File: config.mk
export PLATFORM = sky130hd
export DESIGN_NAME = ecs_encoder_config
export DESIGN_NICKNAME = d
export VERILOG_FILES = /design/src/design/ecs_pkg.sv /design/src/design/ecs_encoder_config.sv
export SDC_FILE = /design/constraint.sdc
export NUM_CORES = 1
export LEC_CHECK = 0
export BUFFER_PORTS_ARGS = -buffer_cell sky130_fd_sc_hd__buf_2
export CORE_MARGIN = 2
export CORE_UTILIZATION = 51
export CTS_CLUSTER_SIZE = 16
export DETAILED_ROUTE_END_ITERATION = 7
export GPL_TIMING_DRIVEN = 1
export PLACE_DENSITY = 0.85
export SYNTH_ARGS = -nofsm -noshare
export SYNTH_HDL_FRONTEND = slang
export SYNTH_SLANG_ARGS = --single-unit
export TNS_END_PERCENT = 100
File: constraint.sdc
create_clock -name clk -period 3.75 [get_ports clk]
set_input_delay 0.1875 -clock clk [delete_from_list [all_inputs] [get_ports clk]]
set_output_delay 0.1875 -clock clk [all_outputs]
set_load 0.01 [all_outputs]
File: src/design/ecs_pkg.sv
`default_nettype none
package ecs_pkg;

  // Encoder combination codes.
  localparam logic [2:0] COMBO_USER = 3'h0;
  localparam logic [2:0] COMBO_RESOLVER_BOTH = 3'h1;
  localparam logic [2:0] COMBO_SERIAL_BOTH = 3'h2;
  localparam logic [2:0] COMBO_RES_MOTOR_SERIAL_POS = 3'h3;
  localparam logic [2:0] COMBO_INCR_BOTH = 3'h4;
  localparam logic [2:0] COMBO_RES_MOTOR_INCR_POS = 3'h5;
  localparam logic [2:0] COMBO_RESET = COMBO_RESOLVER_BOTH;

  // Track correction mode codes.
  localparam logic [1:0] CORR_OFF = 2'h0;
  localparam logic [1:0] CORR_FIXED = 2'h1;
  localparam logic [1:0] CORR_ONLINE_TUNING = 2'h2;
  localparam logic [1:0] CORR_FACTORY = 2'h3;

  // Sensor kinds feeding each role.
  localparam logic [1:0] SENSOR_NONE = 2'h0;
  localparam logic [1:0] SENSOR_RESOLVER = 2'h1;
  localparam logic [1:0] SENSOR_SERIAL = 2'h2;
  localparam logic [1:0] SENSOR_INCR = 2'h3;

  // Ranges and defaults.
  localparam logic [6:0] POLE_PAIRS_MIN = 7'h01;
  localparam logic [6:0] POLE_PAIRS_MAX = 7'h50;
  localparam logic [6:0] POLE_PAIRS_RESET = 7'h01;
  localparam logic [15:0] OFFSET_RESET = 16'h0000;
  localparam logic [13:0] LINES_MIN = 14'h0020;
  localparam logic [13:0] LINES_MAX = 14'h2000;
  localparam logic [13:0] LINES_RESET = 14'h0400;
  localparam logic [4:0] MULTI_MAX = 5'h10;
  localparam logic [4:0] MULTI_RESET = 5'h0c;
  localparam logic [4:0] SINGLE_MAX = 5'h14;
  localparam logic [4:0] SINGLE_RESET = 5'h0d;
  localparam logic [15:0] NUM_RESET = 16'h0001;
  localparam logic [15:0] DEN_MIN = 16'h0001;
  localparam logic [15:0] DEN_RESET = 16'h0001;
  localparam logic [3:0] RES_BITS_RESOLVER = 4'hc;
  localparam logic [3:0] RES_BITS_SINE_COSINE_INPUT = 4'ha;
  // Adaptation speed threshold: rpm = sample_hz * 60 / 500.
  localparam int ONLINE_TUNING_SPEED_MUL = 60;
  localparam int ONLINE_TUNING_SPEED_DIV = 500;

endpackage : ecs_pkg
`default_nettype wire

File: src/design/ecs_encoder_config.sv
// Notes on behaviour
// - Selector codes 0 user, 1 resolver, 2 serial, 4 incremental, 3/5 resolver mixes.
// - Writing reference-input settings forces the selector to user defined.
// - Selected combination is latched only at start-up initialization.
// - Angle input is resolver or sine/cosine; resolver by default.
// - Reinitialize after reconfiguring; sine/cosine mode turns resolver excitation off.
// - Sine/cosine evaluation gives 10-bit angle resolution instead of 12.
// - Resolver pole pairs accept 1 to 80, default 1.
// - 16-bit rotor zero offset, default zero, added to commutation angle.
// - Offset determination energizes the motor.
// - Correction mode 0 applies no track correction.
// - Mode 1 corrects with fixed stored coefficients.
// - Mode 2 adapts online only at or above sample_hz*60/500 rpm.
// - Writing 3 resets coefficients to factory; active mode unchanged.
// - Incremental line count 32 to 8192, default 1024.
// - Multiturn bits 0..16 default 12; singleturn bits 0..20 default 13.
// - Ratio numerator signed, denominator 1..65535, both default 1.
// - Incremental and serial settings share storage with the reference input.
`timescale 1ns/1ps
`default_nettype none
module ecs_encoder_config #(
  parameter int SAMPLE_HZ = 4000,
  parameter int ANGLE_W = 16
) (
  input wire logic clk,
  input wire logic reset_n,
  input wire logic init_req,
  input wire logic combo_wr,
  input wire logic [2:0] combo_wdata,
  input wire logic angle_cfg_wr,
  input wire logic angle_cfg_sine_cosine_input,
  input wire logic pole_pairs_wr,
  input wire logic [6:0] pole_pairs_wdata,
  input wire logic offset_wr,
  input wire logic [15:0] offset_wdata,
  input wire logic corr_wr,
  input wire logic [1:0] corr_wdata,
  input wire logic lines_wr,
  input wire logic [13:0] lines_wdata,
  input wire logic multi_wr,
  input wire logic [4:0] multi_wdata,
  input wire logic single_wr,
  input wire logic [4:0] single_wdata,
  input wire logic num_wr,
  input wire logic [15:0] num_wdata,
  input wire logic den_wr,
  input wire logic [15:0] den_wdata,
  input wire logic ref_input_wr,
  input wire logic offset_detect_req,
  input wire logic [ANGLE_W-1:0] raw_angle,
  input wire logic [15:0] speed_rpm,
  output logic [2:0] combo_select,
  output logic [1:0] motor_sensor,
  output logic [1:0] position_sensor,
  output logic sine_cosine_input_active,
  output logic excitation_en,
  output logic [3:0] angle_res_bits,
  output logic [6:0] resolver_pole_pairs,
  output logic [15:0] rotor_zero_offset,
  output logic [1:0] track_correction_mode,
  output logic correction_en,
  output logic online_tuning,
  output logic coeff_factory_reset,
  output logic [13:0] incremental_line_count,
  output logic [4:0] serial_multiturn_bits,
  output logic [4:0] serial_singleturn_bits,
  output logic [15:0] ratio_numerator,
  output logic [15:0] ratio_denominator,
  output logic motor_energize,
  output logic [ANGLE_W-1:0] commutation_angle
);

  localparam int ONLINE_TUNING_RPM_I = SAMPLE_HZ * ecs_pkg::ONLINE_TUNING_SPEED_MUL / ecs_pkg::ONLINE_TUNING_SPEED_DIV;
  localparam logic [15:0] ONLINE_TUNING_RPM = 16'(ONLINE_TUNING_RPM_I);

  if (ANGLE_W < 16 || SAMPLE_HZ < 1 || ONLINE_TUNING_RPM_I > 65535) begin : g_param_check
    $error("ecs_encoder_config: unsupported parameter values");
  end

  // ****************************************************************
  // Decoding
  // ****************************************************************

  // Returns {motor sensor, position sensor}; zero for undefined codes.
  function automatic logic [3:0] combo_decode(input logic [2:0] code);
    unique case (code)
      ecs_pkg::COMBO_RESOLVER_BOTH: combo_decode = {ecs_pkg::SENSOR_RESOLVER, ecs_pkg::SENSOR_RESOLVER};
      ecs_pkg::COMBO_SERIAL_BOTH: combo_decode = {ecs_pkg::SENSOR_SERIAL, ecs_pkg::SENSOR_SERIAL};
      ecs_pkg::COMBO_INCR_BOTH: combo_decode = {ecs_pkg::SENSOR_INCR, ecs_pkg::SENSOR_INCR};
      ecs_pkg::COMBO_RES_MOTOR_SERIAL_POS: combo_decode = {ecs_pkg::SENSOR_RESOLVER, ecs_pkg::SENSOR_SERIAL};
      ecs_pkg::COMBO_RES_MOTOR_INCR_POS: combo_decode = {ecs_pkg::SENSOR_RESOLVER, ecs_pkg::SENSOR_INCR};
      default: combo_decode = {ecs_pkg::SENSOR_NONE, ecs_pkg::SENSOR_NONE};
    endcase
  endfunction : combo_decode

  function automatic logic combo_legal(input logic [2:0] code);
    combo_legal = (code <= ecs_pkg::COMBO_RES_MOTOR_INCR_POS);
  endfunction : combo_legal

  // ****************************************************************
  // Stored settings
  // ****************************************************************

  logic [2:0] combo_r, combo_nxt;
  logic sine_cosine_input_r, sine_cosine_input_nxt;
  logic [6:0] pp_r, pp_nxt;
  logic [15:0] off_r, off_nxt;
  logic [1:0] corr_r, corr_nxt;
  logic frst_r, frst_nxt;
  logic [13:0] lines_r, lines_nxt;
  logic [4:0] multi_r, multi_nxt;
  logic [4:0] single_r, single_nxt;
  logic [15:0] num_r, num_nxt;
  logic [15:0] den_r, den_nxt;
  logic ref_touch;

  always_comb begin
    // Writes from the reference input land in the same storage.
    ref_touch = ref_input_wr && (lines_wr || multi_wr || single_wr || num_wr || den_wr);
    combo_nxt = combo_r;
    sine_cosine_input_nxt = sine_cosine_input_r;
    pp_nxt = pp_r;
    off_nxt = off_r;
    corr_nxt = corr_r;
    frst_nxt = 1'b0;
    lines_nxt = lines_r;
    multi_nxt = multi_r;
    single_nxt = single_r;
    num_nxt = num_r;
    den_nxt = den_r;
    if (ref_touch) begin
      combo_nxt = ecs_pkg::COMBO_USER;
    end else if (combo_wr && combo_legal(combo_wdata)) begin
      combo_nxt = combo_wdata;
    end
    if (angle_cfg_wr) begin
      sine_cosine_input_nxt = angle_cfg_sine_cosine_input;
    end
    if (pole_pairs_wr && pole_pairs_wdata >= ecs_pkg::POLE_PAIRS_MIN
        && pole_pairs_wdata <= ecs_pkg::POLE_PAIRS_MAX) begin
      pp_nxt = pole_pairs_wdata;
    end
    if (offset_wr) begin
      off_nxt = offset_wdata;
    end
    if (corr_wr) begin
      if (corr_wdata == ecs_pkg::CORR_FACTORY) begin
        frst_nxt = 1'b1;
      end else begin
        corr_nxt = corr_wdata;
      end
    end
    if (lines_wr && lines_wdata >= ecs_pkg::LINES_MIN && lines_wdata <= ecs_pkg::LINES_MAX) begin
      lines_nxt = lines_wdata;
    end
    if (multi_wr && multi_wdata <= ecs_pkg::MULTI_MAX) begin
      multi_nxt = multi_wdata;
    end
    if (single_wr && single_wdata <= ecs_pkg::SINGLE_MAX) begin
      single_nxt = single_wdata;
    end
    if (num_wr) begin
      num_nxt = num_wdata;
    end
    if (den_wr && den_wdata >= ecs_pkg::DEN_MIN) begin
      den_nxt = den_wdata;
    end
  end

  always_ff @(posedge clk or negedge reset_n) begin
    if (!reset_n) begin
      combo_r <= ecs_pkg::COMBO_RESET;
      sine_cosine_input_r <= 1'b0;
      pp_r <= ecs_pkg::POLE_PAIRS_RESET;
      off_r <= ecs_pkg::OFFSET_RESET;
      corr_r <= ecs_pkg::CORR_OFF;
      frst_r <= 1'b0;
      lines_r <= ecs_pkg::LINES_RESET;
      multi_r <= ecs_pkg::MULTI_RESET;
      single_r <= ecs_pkg::SINGLE_RESET;
      num_r <= ecs_pkg::NUM_RESET;
      den_r <= ecs_pkg::DEN_RESET;
    end else begin
      combo_r <= combo_nxt;
      sine_cosine_input_r <= sine_cosine_input_nxt;
      pp_r <= pp_nxt;
      off_r <= off_nxt;
      corr_r <= corr_nxt;
      frst_r <= frst_nxt;
      lines_r <= lines_nxt;
      multi_r <= multi_nxt;
      single_r <= single_nxt;
      num_r <= num_nxt;
      den_r <= den_nxt;
    end
  end

  // ****************************************************************
  // Start-up latch of the active configuration
  // ****************************************************************

  logic [3:0] roles_r, roles_nxt;
  logic act_sine_cosine_input_r, act_sine_cosine_input_nxt;
  logic [15:0] act_off_r, act_off_nxt;

  always_comb begin
    roles_nxt = roles_r;
    act_sine_cosine_input_nxt = act_sine_cosine_input_r;
    act_off_nxt = act_off_r;
    if (init_req) begin
      roles_nxt = combo_decode(combo_r);
      act_sine_cosine_input_nxt = sine_cosine_input_r;
      act_off_nxt = off_r;
    end
  end

  always_ff @(posedge clk or negedge reset_n) begin
    if (!reset_n) begin
      roles_r <= {ecs_pkg::SENSOR_RESOLVER, ecs_pkg::SENSOR_RESOLVER};
      act_sine_cosine_input_r <= 1'b0;
      act_off_r <= ecs_pkg::OFFSET_RESET;
    end else begin
      roles_r <= roles_nxt;
      act_sine_cosine_input_r <= act_sine_cosine_input_nxt;
      act_off_r <= act_off_nxt;
    end
  end

  // ****************************************************************
  // Derived outputs
  // ****************************************************************

  logic tune_nxt, cen_nxt, exc_nxt, energ_nxt;
  logic [3:0] res_nxt;
  logic [ANGLE_W-1:0] comm_nxt;
  logic tune_r, cen_r, exc_r, energ_r;
  logic [3:0] res_r;
  logic [ANGLE_W-1:0] comm_r;

  always_comb begin
    cen_nxt = (corr_r != ecs_pkg::CORR_OFF);
    tune_nxt = (corr_r == ecs_pkg::CORR_ONLINE_TUNING) && (speed_rpm >= ONLINE_TUNING_RPM);
    exc_nxt = !act_sine_cosine_input_r;
    res_nxt = act_sine_cosine_input_r ? ecs_pkg::RES_BITS_SINE_COSINE_INPUT : ecs_pkg::RES_BITS_RESOLVER;
    energ_nxt = offset_detect_req;
    comm_nxt = raw_angle + (ANGLE_W'(act_off_r) << (ANGLE_W - 16));
  end

  always_ff @(posedge clk or negedge reset_n) begin
    if (!reset_n) begin
      cen_r <= 1'b0;
      tune_r <= 1'b0;
      exc_r <= 1'b1;
      res_r <= ecs_pkg::RES_BITS_RESOLVER;
      energ_r <= 1'b0;
      comm_r <= '0;
    end else begin
      cen_r <= cen_nxt;
      tune_r <= tune_nxt;
      exc_r <= exc_nxt;
      res_r <= res_nxt;
      energ_r <= energ_nxt;
      comm_r <= comm_nxt;
    end
  end

  assign combo_select = combo_r;
  assign motor_sensor = roles_r[3:2];
  assign position_sensor = roles_r[1:0];
  assign sine_cosine_input_active = act_sine_cosine_input_r;
  assign excitation_en = exc_r;
  assign angle_res_bits = res_r;
  assign resolver_pole_pairs = pp_r;
  assign rotor_zero_offset = off_r;
  assign track_correction_mode = corr_r;
  assign correction_en = cen_r;
  assign online_tuning = tune_r;
  assign coeff_factory_reset = frst_r;
  assign incremental_line_count = lines_r;
  assign serial_multiturn_bits = multi_r;
  assign serial_singleturn_bits = single_r;
  assign ratio_numerator = num_r;
  assign ratio_denominator = den_r;
  assign motor_energize = energ_r;
  assign commutation_angle = comm_r;

  // ****************************************************************
  // Checks
  // ****************************************************************

  a_mode_three_kept: assert property (@(posedge clk) disable iff (!reset_n)
    corr_wr && corr_wdata == ecs_pkg::CORR_FACTORY |=> $stable(corr_r) && frst_r)
    else $error("Factory reset changed the correction mode.");
  a_combo_legal_only: assert property (@(posedge clk) disable iff (!reset_n)
    combo_wr && !combo_legal(combo_wdata) && !ref_touch |=> $stable(combo_r))
    else $error("Illegal selector code was stored.");
  a_ref_forces_user: assert property (@(posedge clk) disable iff (!reset_n)
    ref_touch |=> combo_r == ecs_pkg::COMBO_USER)
    else $error("Reference write did not force user mode.");
  a_roles_only_init: assert property (@(posedge clk) disable iff (!reset_n)
    !init_req |=> $stable(roles_r))
    else $error("Roles changed without initialization.");
  a_excite_off_sine_cosine_input: assert property (@(posedge clk) disable iff (!reset_n)
    init_req && sine_cosine_input_r |=> ##1 !exc_r && res_r == ecs_pkg::RES_BITS_SINE_COSINE_INPUT)
    else $error("Excitation or resolution wrong in sine/cosine mode.");
  a_pole_range: assert property (@(posedge clk) disable iff (!reset_n)
    pp_r >= ecs_pkg::POLE_PAIRS_MIN && pp_r <= ecs_pkg::POLE_PAIRS_MAX)
    else $error("Pole pair count out of range.");
  a_lines_range: assert property (@(posedge clk) disable iff (!reset_n)
    lines_r >= ecs_pkg::LINES_MIN && lines_r <= ecs_pkg::LINES_MAX)
    else $error("Line count out of range.");
  a_tune_speed: assert property (@(posedge clk) disable iff (!reset_n)
    tune_r |-> $past(speed_rpm) >= ONLINE_TUNING_RPM && $past(corr_r) == ecs_pkg::CORR_ONLINE_TUNING)
    else $error("Adaptation ran below minimum speed.");
  a_bits_range: assert property (@(posedge clk) disable iff (!reset_n)
    multi_r <= ecs_pkg::MULTI_MAX && single_r <= ecs_pkg::SINGLE_MAX && den_r != 16'h0000)
    else $error("Serial width or denominator out of range.");
  c_init_sine_cosine_input: cover property (@(posedge clk) disable iff (!reset_n) init_req && sine_cosine_input_r);
  c_factory_rst: cover property (@(posedge clk) disable iff (!reset_n) frst_r);
  c_tuning: cover property (@(posedge clk) disable iff (!reset_n) tune_r);
  c_user_forced: cover property (@(posedge clk) disable iff (!reset_n) ref_touch);

endmodule : ecs_encoder_config
`default_nettype wire

== After elaboration in Yosys (flattened, before gate mapping) ==
Index checks and enable logic that the tools add are counted.

* Magnitude comparators: 9
* Bitwise gates (word level): 1
* Reduce and logical (&&, ||, !) cells: 18
* Equality and inequality tests: 7
* Muxes and demuxes: 6
* Add/subtract/negate cells: 1

{| class="wikitable"
|+ Operators with widths
! kind !! count
|-
| $pmux W4 S5 || 1
|-
| $add A16 B16 Y16 || 1
|-
| $ge A16 B1 Y1 const B || 1
|-
| $ge A16 B9 Y1 const B || 1
|-
| $ge A14 B6 Y1 const B || 1
|-
| $le A14 B14 Y1 const B || 1
|-
| $le A5 B5 Y1 const B || 2
|-
| $logic_and A1 B1 Y1 || 10
|-
| $mux W3 || 3
|-
| $ge A7 B1 Y1 const B || 1
|-
| $le A7 B7 Y1 const B || 1
|-
| $eq A3 B2 Y1 const B || 2
|-
| $eq A3 B3 Y1 const B || 2
|-
| $eq A2 B2 Y1 const B || 2
|-
| $logic_or A1 B1 Y1 || 4
|-
| $reduce_bool A2 Y1 || 2
|-
| $eq A3 B1 Y1 const B || 1
|-
| $le A3 B3 Y1 const B || 1
|-
| $mux W1 || 2
|-
| $reduce_and A2 Y1 || 1
|-
| $logic_not A1 Y1 || 1
|-
| $not A1 Y1 || 1
|}

* Register bits after elaboration: 131
* Word-level logic and storage cells: 62
* Output and inout port bits: 114
* Bits of input ports: 132

== Depth between registers and ports, before layout ==
Gate-level depths: netlist (run 1).

* Depth in word-level cells: 6
* Mapped depth: 8
* Gate-level depth less buffers: 8

== Worst setup path before layout (run 1) ==
Ideal clock, no wire load.

* Path type: flip-flop to flip-flop
* Start point: register act_off_r[0]
* End point: register comm_r[10] (netlist: commutation_angle[10])
* Period minus slack after synthesis: 2.227 ns
* Slack: 1.523 ns
* Arrival: 2.147 ns
* Cell stages (with the launch flop): 9
* Setup time: 0.080 ns
* Cells stage by stage: dfrtp_1 ha_1 fa_1 a211oi_1 nor2_1 o31ai_1 o221ai_1 a21oi_1 xnor2_1

* Cells in the longest elaborated chain, start to end: 1

{| class="wikitable"
|+ RTL lines
! item !! RTL line !! text
|-
| start: declaration || ecs_encoder_config.sv:204 || <nowiki>logic [15:0] act_off_r, act_off_nxt;</nowiki>
|-
| start signal: assignment || ecs_encoder_config.sv:221 || <nowiki>act_off_r <= ecs_pkg::OFFSET_RESET;</nowiki>
|-
| start signal: assignment || ecs_encoder_config.sv:225 || <nowiki>act_off_r <= act_off_nxt;</nowiki>
|-
| $add A16 B16 Y16 || ecs_encoder_config.sv:246 || <nowiki>comm_nxt = raw_angle + (ANGLE_W'(act_off_r) << (ANGLE_W - 16));</nowiki>
|-
| via comm_nxt[10] || ecs_encoder_config.sv:235 || <nowiki>logic [ANGLE_W-1:0] comm_nxt;</nowiki>
|-
| end signal: assignment || ecs_encoder_config.sv:263 || <nowiki>comm_r <= comm_nxt;</nowiki>
|-
| end: declaration || ecs_encoder_config.sv:238 || <nowiki>logic [ANGLE_W-1:0] comm_r;</nowiki>
|}

The timed path passes the listed nets, and every way through them passes these cells.
A chain may end at the register's enable or synchronous reset.

== Worst setup path in the final report (run 1) ==
Ends and elaborated chain as after synthesis.

==> run_results.csv, run 1 <==
group,metric,value,unit
worst_setup_path,crit_type,"flop to flop",
power_and_ir_drop,power_density,498,mW/mm^2
power_and_ir_drop,power_frac_clock,0.358,
final_layout,fillers,589,
timing,period_minus_slack,2.71,ns
timing,finClkSkew,0.00621,ns
die,rows,38,
clocking,cts_tree,"built",
die,initial_utilization,0.518,
hold_path,hold_depth,3,
logic_synthesis,synthTopCellsByArea,"dfrtp_1 (52%), mux2_2 (17%), dfstp_2 (6.2%), ha_1 (3.6%), mux2_4 (2.4%)",
placement,place_area,0.00687,sq mm
grt,grt_max_degree,129,
route,wl_per_cell,19.1,microns
grt,grt_pass1_wl,27300,microns
worst_setup_path,reg2reg_depth,8,
route,vias_per_cell,5.36,
route,route.vias.total,4930,
timing,grt_setup_unrepaired,"no",
die,coreArea,0.0107,sq mm
placement,place_congestion,0.877,
logic_synthesis,synth_top_area_cell,"dfrtp_1",
clocking,cts_max_path_buffers,2,
final_layout,nets,914,
route,drtPass1Iterations,4,
die,ioPinCount,246,
run_status,outcome,"complete, no violations",
clocking,clk_latency,0.53,ns
logic_synthesis,synthFlopType,"dfrtp_1",
grt,antenna_found_initial,2,
worst_setup_path,end_kind,"flop",
timing,tightest_slew,0.883,ns
die,die_x,108,microns
worst_setup_path,startpoint_type,"flop",
placement,place.port_buffers,238,
power_and_ir_drop,internal_power,0.00302,W
logic_synthesis,async_flop_share,1.00,
worst_setup_path,cp.required,4.20,ns
logic_synthesis,ys_seq_elements,128,
clocking,cts-buffers-inserted,17,
route,drtIter0Drc,266,
placement,hpwl,10100,microns
timing,fin_tns_setup,0,ns
logic_synthesis,yosysSeqAreaShare,0.581,
clocking,clock_sink_count,128,
timing,slew_viol_final,0,
clocking,clk_pin_slew,0.06,ns
logic_synthesis,synth_nets,565,
grt,grt_usage,0.315,
clocking,h-tree-depth,4,
worst_setup_path,critPathMaxFanout,5,
worst_setup_path,cp.arrival,3.16,ns
route,route.detailed.drc,0,
clocking,clockRootBuffer,"clkbuf_8",
final_layout,fin_area,0.00844,sq mm
die,dieArea,0.0117,sq mm
die,die_h,108,microns
timing,slew_headroom,0.411,
grt,grt.overflow.total,0,
power_and_ir_drop,ir_worst_vdd,363,uV
route,wirelength,17500,microns
logic_synthesis,synth.top_cell.area_share,0.519,
power_and_ir_drop,power_leakage,4.06,nW
power_and_ir_drop,p_seq_frac,0.409,
logic_synthesis,yosysMostFrequentCell,"dfrtp_1",
logic_synthesis,syn_inst,416,
clocking,ctsResizeCount,0,
worst_setup_path,slowest_stage,"o31ai_1",
logic_synthesis,yosysWarnings,0,
grt,grt_pass1_vias,5346,
final_layout,drive_gt1_frac,0.486,
power_and_ir_drop,p_sw_frac,0.282,
timing,max_freq,369,MHz
power_and_ir_drop,p_comb_frac,0.233,
logic_synthesis,netlist_area,0.00554,sq mm
worst_setup_path,critPathMaxStageDelay,0.55,ns
power_and_ir_drop,p_switching,0.00119,W
logic_synthesis,synth_cell_types,50,
timing,setup_viol,0,
logic_synthesis,synthTopCellsByCount,"dfrtp_1 (115), mux2_2 (85), a21oi_1 (17), nor2_1 (17), o21ai_0 (17)",
route,ant_nets,0,
flow_run,maxCapViolCount,0,
logic_synthesis,synth_edf_count,0,
final_layout,areaGrowthSynthToFinish,52.3,%
logic_synthesis,syn_avg_cell_area,13.3,sq um
hold_path,hp-class,"input port to flop",
timing,finalHoldViolCount,0,
timing,fin_crit_sh,0.722,
worst_setup_path,crit_chain,"ha_1, fa_1, a211oi_1, nor2_1, o31ai_1, o221ai_1, a21oi_1, xnor2_1",
==> what timing repair did <==
| item | CTS | global route |
|---|---|---|
| setup buffers | 0 | 0 |
| endpoints found under the setup margin | 0 | 0 |
| hold buffers | 103 | 0 |
| endpoints found under the hold margin | 205 | 0 |
==> stage by stage <==
step            util  power [W]  instances  setup WS (ns)  hold WS (ns)
5_1_grt        0.789    0.00440        920          0.810        0.0542
3_3_place_gp   0.642    0.00254        783           1.25         0.300
3_5_place_dp   0.642    0.00259        783           1.13         0.299
6_report       0.789    0.00421        920           1.04        0.0691
2_1_floorplan      -    0.00220        416           1.52        -0.108
4_1_cts        0.789    0.00417        918           1.11        0.0292
==> metal layers <==
layer  track usage  vias up  wire length, microns
li1              -     2203                     -
met1         0.336     2429                  6470
met2         0.562      245                  9260
met3        0.0989       53                  1120
met4         0.159        0                   688
met5             0        -                     0
==> cell type report <==
cell class              instances  area [sq um]  area share
repair buffers                343          2250       0.267
multi-input cells             261          2200       0.261
diodes                          2          5.00    0.000593
inverters                      14          52.6     0.00623
well taps                     140           175      0.0208
flip-flops and latches        128          3220       0.381
clock inverters                 6          57.6     0.00682
clock buffers                  26           478      0.0566
==> registers in the layout (all words and copies together) (netlist names), 2 cells and up <==
signal,count
serial_multiturn_bits,5
roles_r,4
angle_res_bits,2
act_off_r,16
track_correction_mode,2
ratio_numerator,16
rotor_zero_offset,16
serial_singleturn_bits,5
resolver_pole_pairs,7
combo_select,3
commutation_angle,16
ratio_denominator,16
incremental_line_count,14
==> logic make-up after synthesis <==
kind of cell | Yosys count | synth area share
AO/OA/AOI/OAI | 65 | 0.0752
XOR/XNOR | 12 | 0.0190
adder cells (fa/ha/maj) | 17 | 0.0397
buffers and inverters | 27 | 0.0217
flip-flops | 128 | 0.581
multiplexers | 95 | 0.199
other | 2 | 0.00136
AND/OR/NAND/NOR | 70 | 0.0630
==> power by group through the flow <==
stage	logic, W	clock network [W]	registers, W
2_1_floorplan	0.000389	0	0.00181
3_3_place_gp	0.000827	0	0.00172
3_5_place_dp	0.000862	0	0.00172
4_1_cts	0.000953	0.00151	0.00171
5_1_grt	0.00106	0.00160	0.00174
6_report	0.000981	0.00151	0.00172
==> cells in the final DEF (no fill, tap or decap), types with 2 or more instances in the layout <==
cell type	netlist	layout
a211oi_1	4	4
a21o_1	3	3
a21oi_1	17	17
a31oi_1	5	5
and3_1	2	2
buf_2	0	237
buf_4	3	2
clkbuf_1	8	6
clkbuf_16	0	16
clkbuf_8	0	4
clkinv_2	0	4
conb_1	2	2
dfrtp_1	115	115
dfstp_2	13	13
diode_2	0	2
dlygate4sd3_1	0	103
ha_1	16	16
inv_1	14	14
mux2_2	85	85
mux2_4	9	9
nand2_1	15	15
nand2b_1	4	4
nand3_1	5	5
nand4_1	5	5
nor2_1	17	17
nor2b_1	5	5
nor3_1	4	4
nor4_1	9	9
o21ai_0	17	17
o31ai_1	2	2
or4_1	2	2
xnor2_1	8	8
xor2_1	4	4
==> worst paths after layout <==
kind                                                      start                         endpoint  slack (ns)
hold reg to reg            sine_cosine_input_active$_DFFE_PN0P_      angle_res_bits[1]$_DFF_PN0_        0.41
setup / recovery                       act_off_r[0]$_DFFE_PN0P_  commutation_angle[10]$_DFF_PN0_        1.04
min in group asynchronous                               reset_n   commutation_angle[5]$_DFF_PN0_        0.29
hold / removal                                    raw_angle[13]  commutation_angle[13]$_DFF_PN0_        0.07
max in group asynchronous                               reset_n           roles_r[3]$_DFFE_PN0P_        2.93
setup reg to reg                       act_off_r[0]$_DFFE_PN0P_  commutation_angle[10]$_DFF_PN0_        1.04
==> critical path, delay by kind of cell, from the launching register on <==
kind / cells / cell delay (ns)
AOI/OAI and AO/OA: 4 / 1.34
adders and majority gates: 2 / 0.64
DFF: 1 / 0.38
and+or+nand+nor: 1 / 0.13
xor gates and xnor gates: 1 / 0.13
Note: power is estimated with default switching activity, not from simulation.
==> inputs of run 2 (changes only) <==
ABC_AREA = 1   (was not set)
CORE_UTILIZATION = 48   (was 51)
PLACE_DENSITY = 0.8   (was 0.85)
clock period = 2.7 ns   (was 3.75 ns; I/O delays follow)
==> run_results.csv, run 2 <==
group,metric,value,unit
grt,antenna_found_initial,1,
logic_synthesis,synth_edf_count,0,
logic_synthesis,yosysWarnings,0,
route,ant_nets,0,
logic_synthesis,synthTopCellsByArea,"dfrtp_1 (49%), nand2_1 (17%), dfstp_2 (5.8%), inv_1 (4.7%), nand3_1 (4.3%)",
timing,finalHoldViolCount,0,
logic_synthesis,syn_inst,698,
flow_run,maxCapViolCount,0,
worst_setup_path,slowest_stage,"dlygate4sd3_1",
worst_setup_path,cp.required,3.06,ns
worst_setup_path,crit_type,"input port to flop",
die,ioPinCount,246,
placement,place.port_buffers,238,
logic_synthesis,yosysMostFrequentCell,"nand2_1",
hold_path,hp-class,"input port to flop",
clocking,clk_pin_slew,0.06,ns
timing,tightest_slew,0.813,ns
logic_synthesis,synth_cell_types,37,
route,wirelength,18800,microns
die,dieArea,0.0131,sq mm
placement,hpwl,11200,microns
route,drtIter0Drc,406,
power_and_ir_drop,ir_worst_vdd,464,uV
final_layout,layout_commonest_cell,"nand2_1",
logic_synthesis,synth_top_area_cell,"dfrtp_1",
grt,grt.overflow.total,0,
logic_synthesis,synthTopCellsByCount,"nand2_1 (269), dfrtp_1 (115), inv_1 (73), nand3_1 (50), o21ai_0 (48)",
placement,place_congestion,0.880,
die,coreArea,0.0120,sq mm
route,wl_per_cell,15.8,microns
clocking,clk_latency,0.42,ns
logic_synthesis,yosysSeqAreaShare,0.550,
final_layout,final_cell_mix,"nand2_1 (269), buf_2 (237), dfrtp_1 (115), dlygate4sd3_1 (88), inv_1 (73)",
timing,fin_crit_sh,0.667,
die,die_h,114,microns
die,die_x,114,microns
die,initial_utilization,0.489,
timing,period_minus_slack,1.80,ns
final_layout,final_util,0.723,
clocking,cts-buffers-inserted,17,
grt,grt_pass1_vias,6070,
clocking,cts_setup_buffers,0,
logic_synthesis,synthFlopType,"dfrtp_1",
logic_synthesis,ys_seq_elements,128,
power_and_ir_drop,p_total,0.00595,W
worst_setup_path,critPathMaxFanout,15,
logic_synthesis,netlist_area,0.00585,sq mm
clocking,h-tree-depth,4,
die,rows,40,
timing,setup_viol,0,
clocking,cts_max_path_buffers,2,
logic_synthesis,synth_nets,847,
power_and_ir_drop,power_leakage,4.81,nW
route,route.vias.total,6103,
worst_setup_path,cp.arrival,2.16,ns
timing,grt_setup_unrepaired,"no",
timing,finClkSkew,0.0131,ns
timing,slew_headroom,0.458,
worst_setup_path,critical_path.top_delay_family,"buffers and inverters",
worst_setup_path,critPathMaxStageDelay,0.58,ns
logic_synthesis,synth.top_cell.area_share,0.492,
grt,grt_pass1_wl,29600,microns
route,vias_per_cell,5.15,
route,route.detailed.drc,0,
logic_synthesis,async_flop_share,1.00,
power_and_ir_drop,power_density,688,mW/mm^2
run_status,outcome,"complete, no violations",
worst_setup_path,crit_chain,"dlygate4sd3_1, buf_2, nor2_1, nand2_1, nor2_2, nand2_2, nand2_4, nand3_1, dlygate4sd3_1, nand2_1",
clocking,cts_tree,"built",
grt,grt_usage,0.294,
route,drtPass1Iterations,5,
timing,fin_tns_setup,0,ns
grt,grt_max_degree,99,
worst_setup_path,crit_buf_inv,3,
worst_setup_path,end_kind,"flop",
logic_synthesis,syn_avg_cell_area,8.39,sq um
final_layout,nets,1174,
timing,max_freq,555,MHz
clocking,clockRootBuffer,"clkbuf_16",
worst_setup_path,startpoint_type,"input port",
final_layout,areaGrowthSynthToFinish,47.8,%
clocking,clock_sink_count,128,
timing,slew_viol_final,0,
final_layout,drive_gt1_frac,0.290,
-- run 2: cell count changes in the layout (fill, tap and decap cells not counted), sizes merged, moves of 5 or more --
cell and delta:
xnor2 -6, nand2 +261, nand3 +45, nor4 -8, o21ai +36, dlygate4sd3 -15
nor2b -5, a21oi -7, clkbuf -5, nor2 +21, inv +61, mux2 -93
-- run 2: repair_timing --
item | 4_1_cts | 5_1_grt
hold buffers | 88 | 0
hold endpoints to repair | 115 | 0
gates resized for setup | 0 | 0
-- run 2: kinds of logic (layout without fill, tap and decap cells) --
kind of cell,count (synthesis),in the layout,synth area share
simple gates,380,380,0.268
flops,128,128,0.550
buf+inv,95,435,0.0686
compound gates,67,67,0.0609
fa+ha+maj,17,17,0.0376
xor+xnor,8,8,0.0120
other cells,2,3,0.00128
mux,1,1,0.00192
-- run 2: path summary, 6_finish.rpt --
path	from	to	slack, ns	cells after the start
worst min-delay path	raw_angle[15]	commutation_angle[15]$_DFF_PN0_	0.009	4
worst max-delay path	lines_wdata[2]	incremental_line_count[5]$_DFFE_PN0P_	0.90	10
min in group asynchronous	reset_n	incremental_line_count[9]$_DFFE_PN0P_	0.21	2
max in group asynchronous	reset_n	serial_multiturn_bits[3]$_DFFE_PN1P_	1.62	3
worst max register to register	act_off_r[0]$_DFFE_PN0P_	commutation_angle[14]$_DFF_PN0_	0.96	10
worst min register to register	sine_cosine_input_active$_DFFE_PN0P_	angle_res_bits[1]$_DFF_PN0_	0.40	0
-- run 2: power by group --
group / internal [W] / switching [W]
combinational: 0.000506 / 0.000689
clock: 0.00161 / 0.000832
sequential: 0.00219 / 0.000129
total: 0.00430 / 0.00165
-- run 2: tightest hold or removal path, cell delays in order --
cell,delay (ns)
buf_2,0.08
xnor2_1,0.06
nand2_1,0.06
nand2_1,0.04
-- run 2: through the flow --
| step | instances | area (sq um) | hold slack [ns] | setup slack [ns] |
|---|---|---|---|---|
| 2_1_floorplan | 698 | 5850 | -0.161 | 1.12 |
| 3_3_place_gp | 1065 | 7140 | 0.0969 | 1.02 |
| 3_5_place_dp | 1065 | 7140 | 0.0960 | 0.964 |
| 4_1_cts | 1185 | 8650 | 0.00171 | 0.942 |
| 5_1_grt | 1186 | 8650 | 0.000289 | 0.777 |
| 6_report | 1186 | 8650 | 0.00949 | 0.898 |
-- run 2: final cells by class --
cell class / count / area (sq um)
well taps: 147 / 184
repair buffers: 328 / 2100
flip-flops and latches: 128 / 3220
clock buffers: 21 / 470
fillers: 785 / 3310
inverters: 75 / 282
multi-input cells: 475 / 2230
clock inverters: 11 / 160
diodes: 1 / 2.50
-- run 2: routing by layer --
metal  vias up  wire, microns  global-route usage
met4         0           1170               0.185
met1      2795           6800               0.328
met3       104           1590               0.101
met5         -              0                   0
li1       2850              -                   -
met2       354           9220               0.482
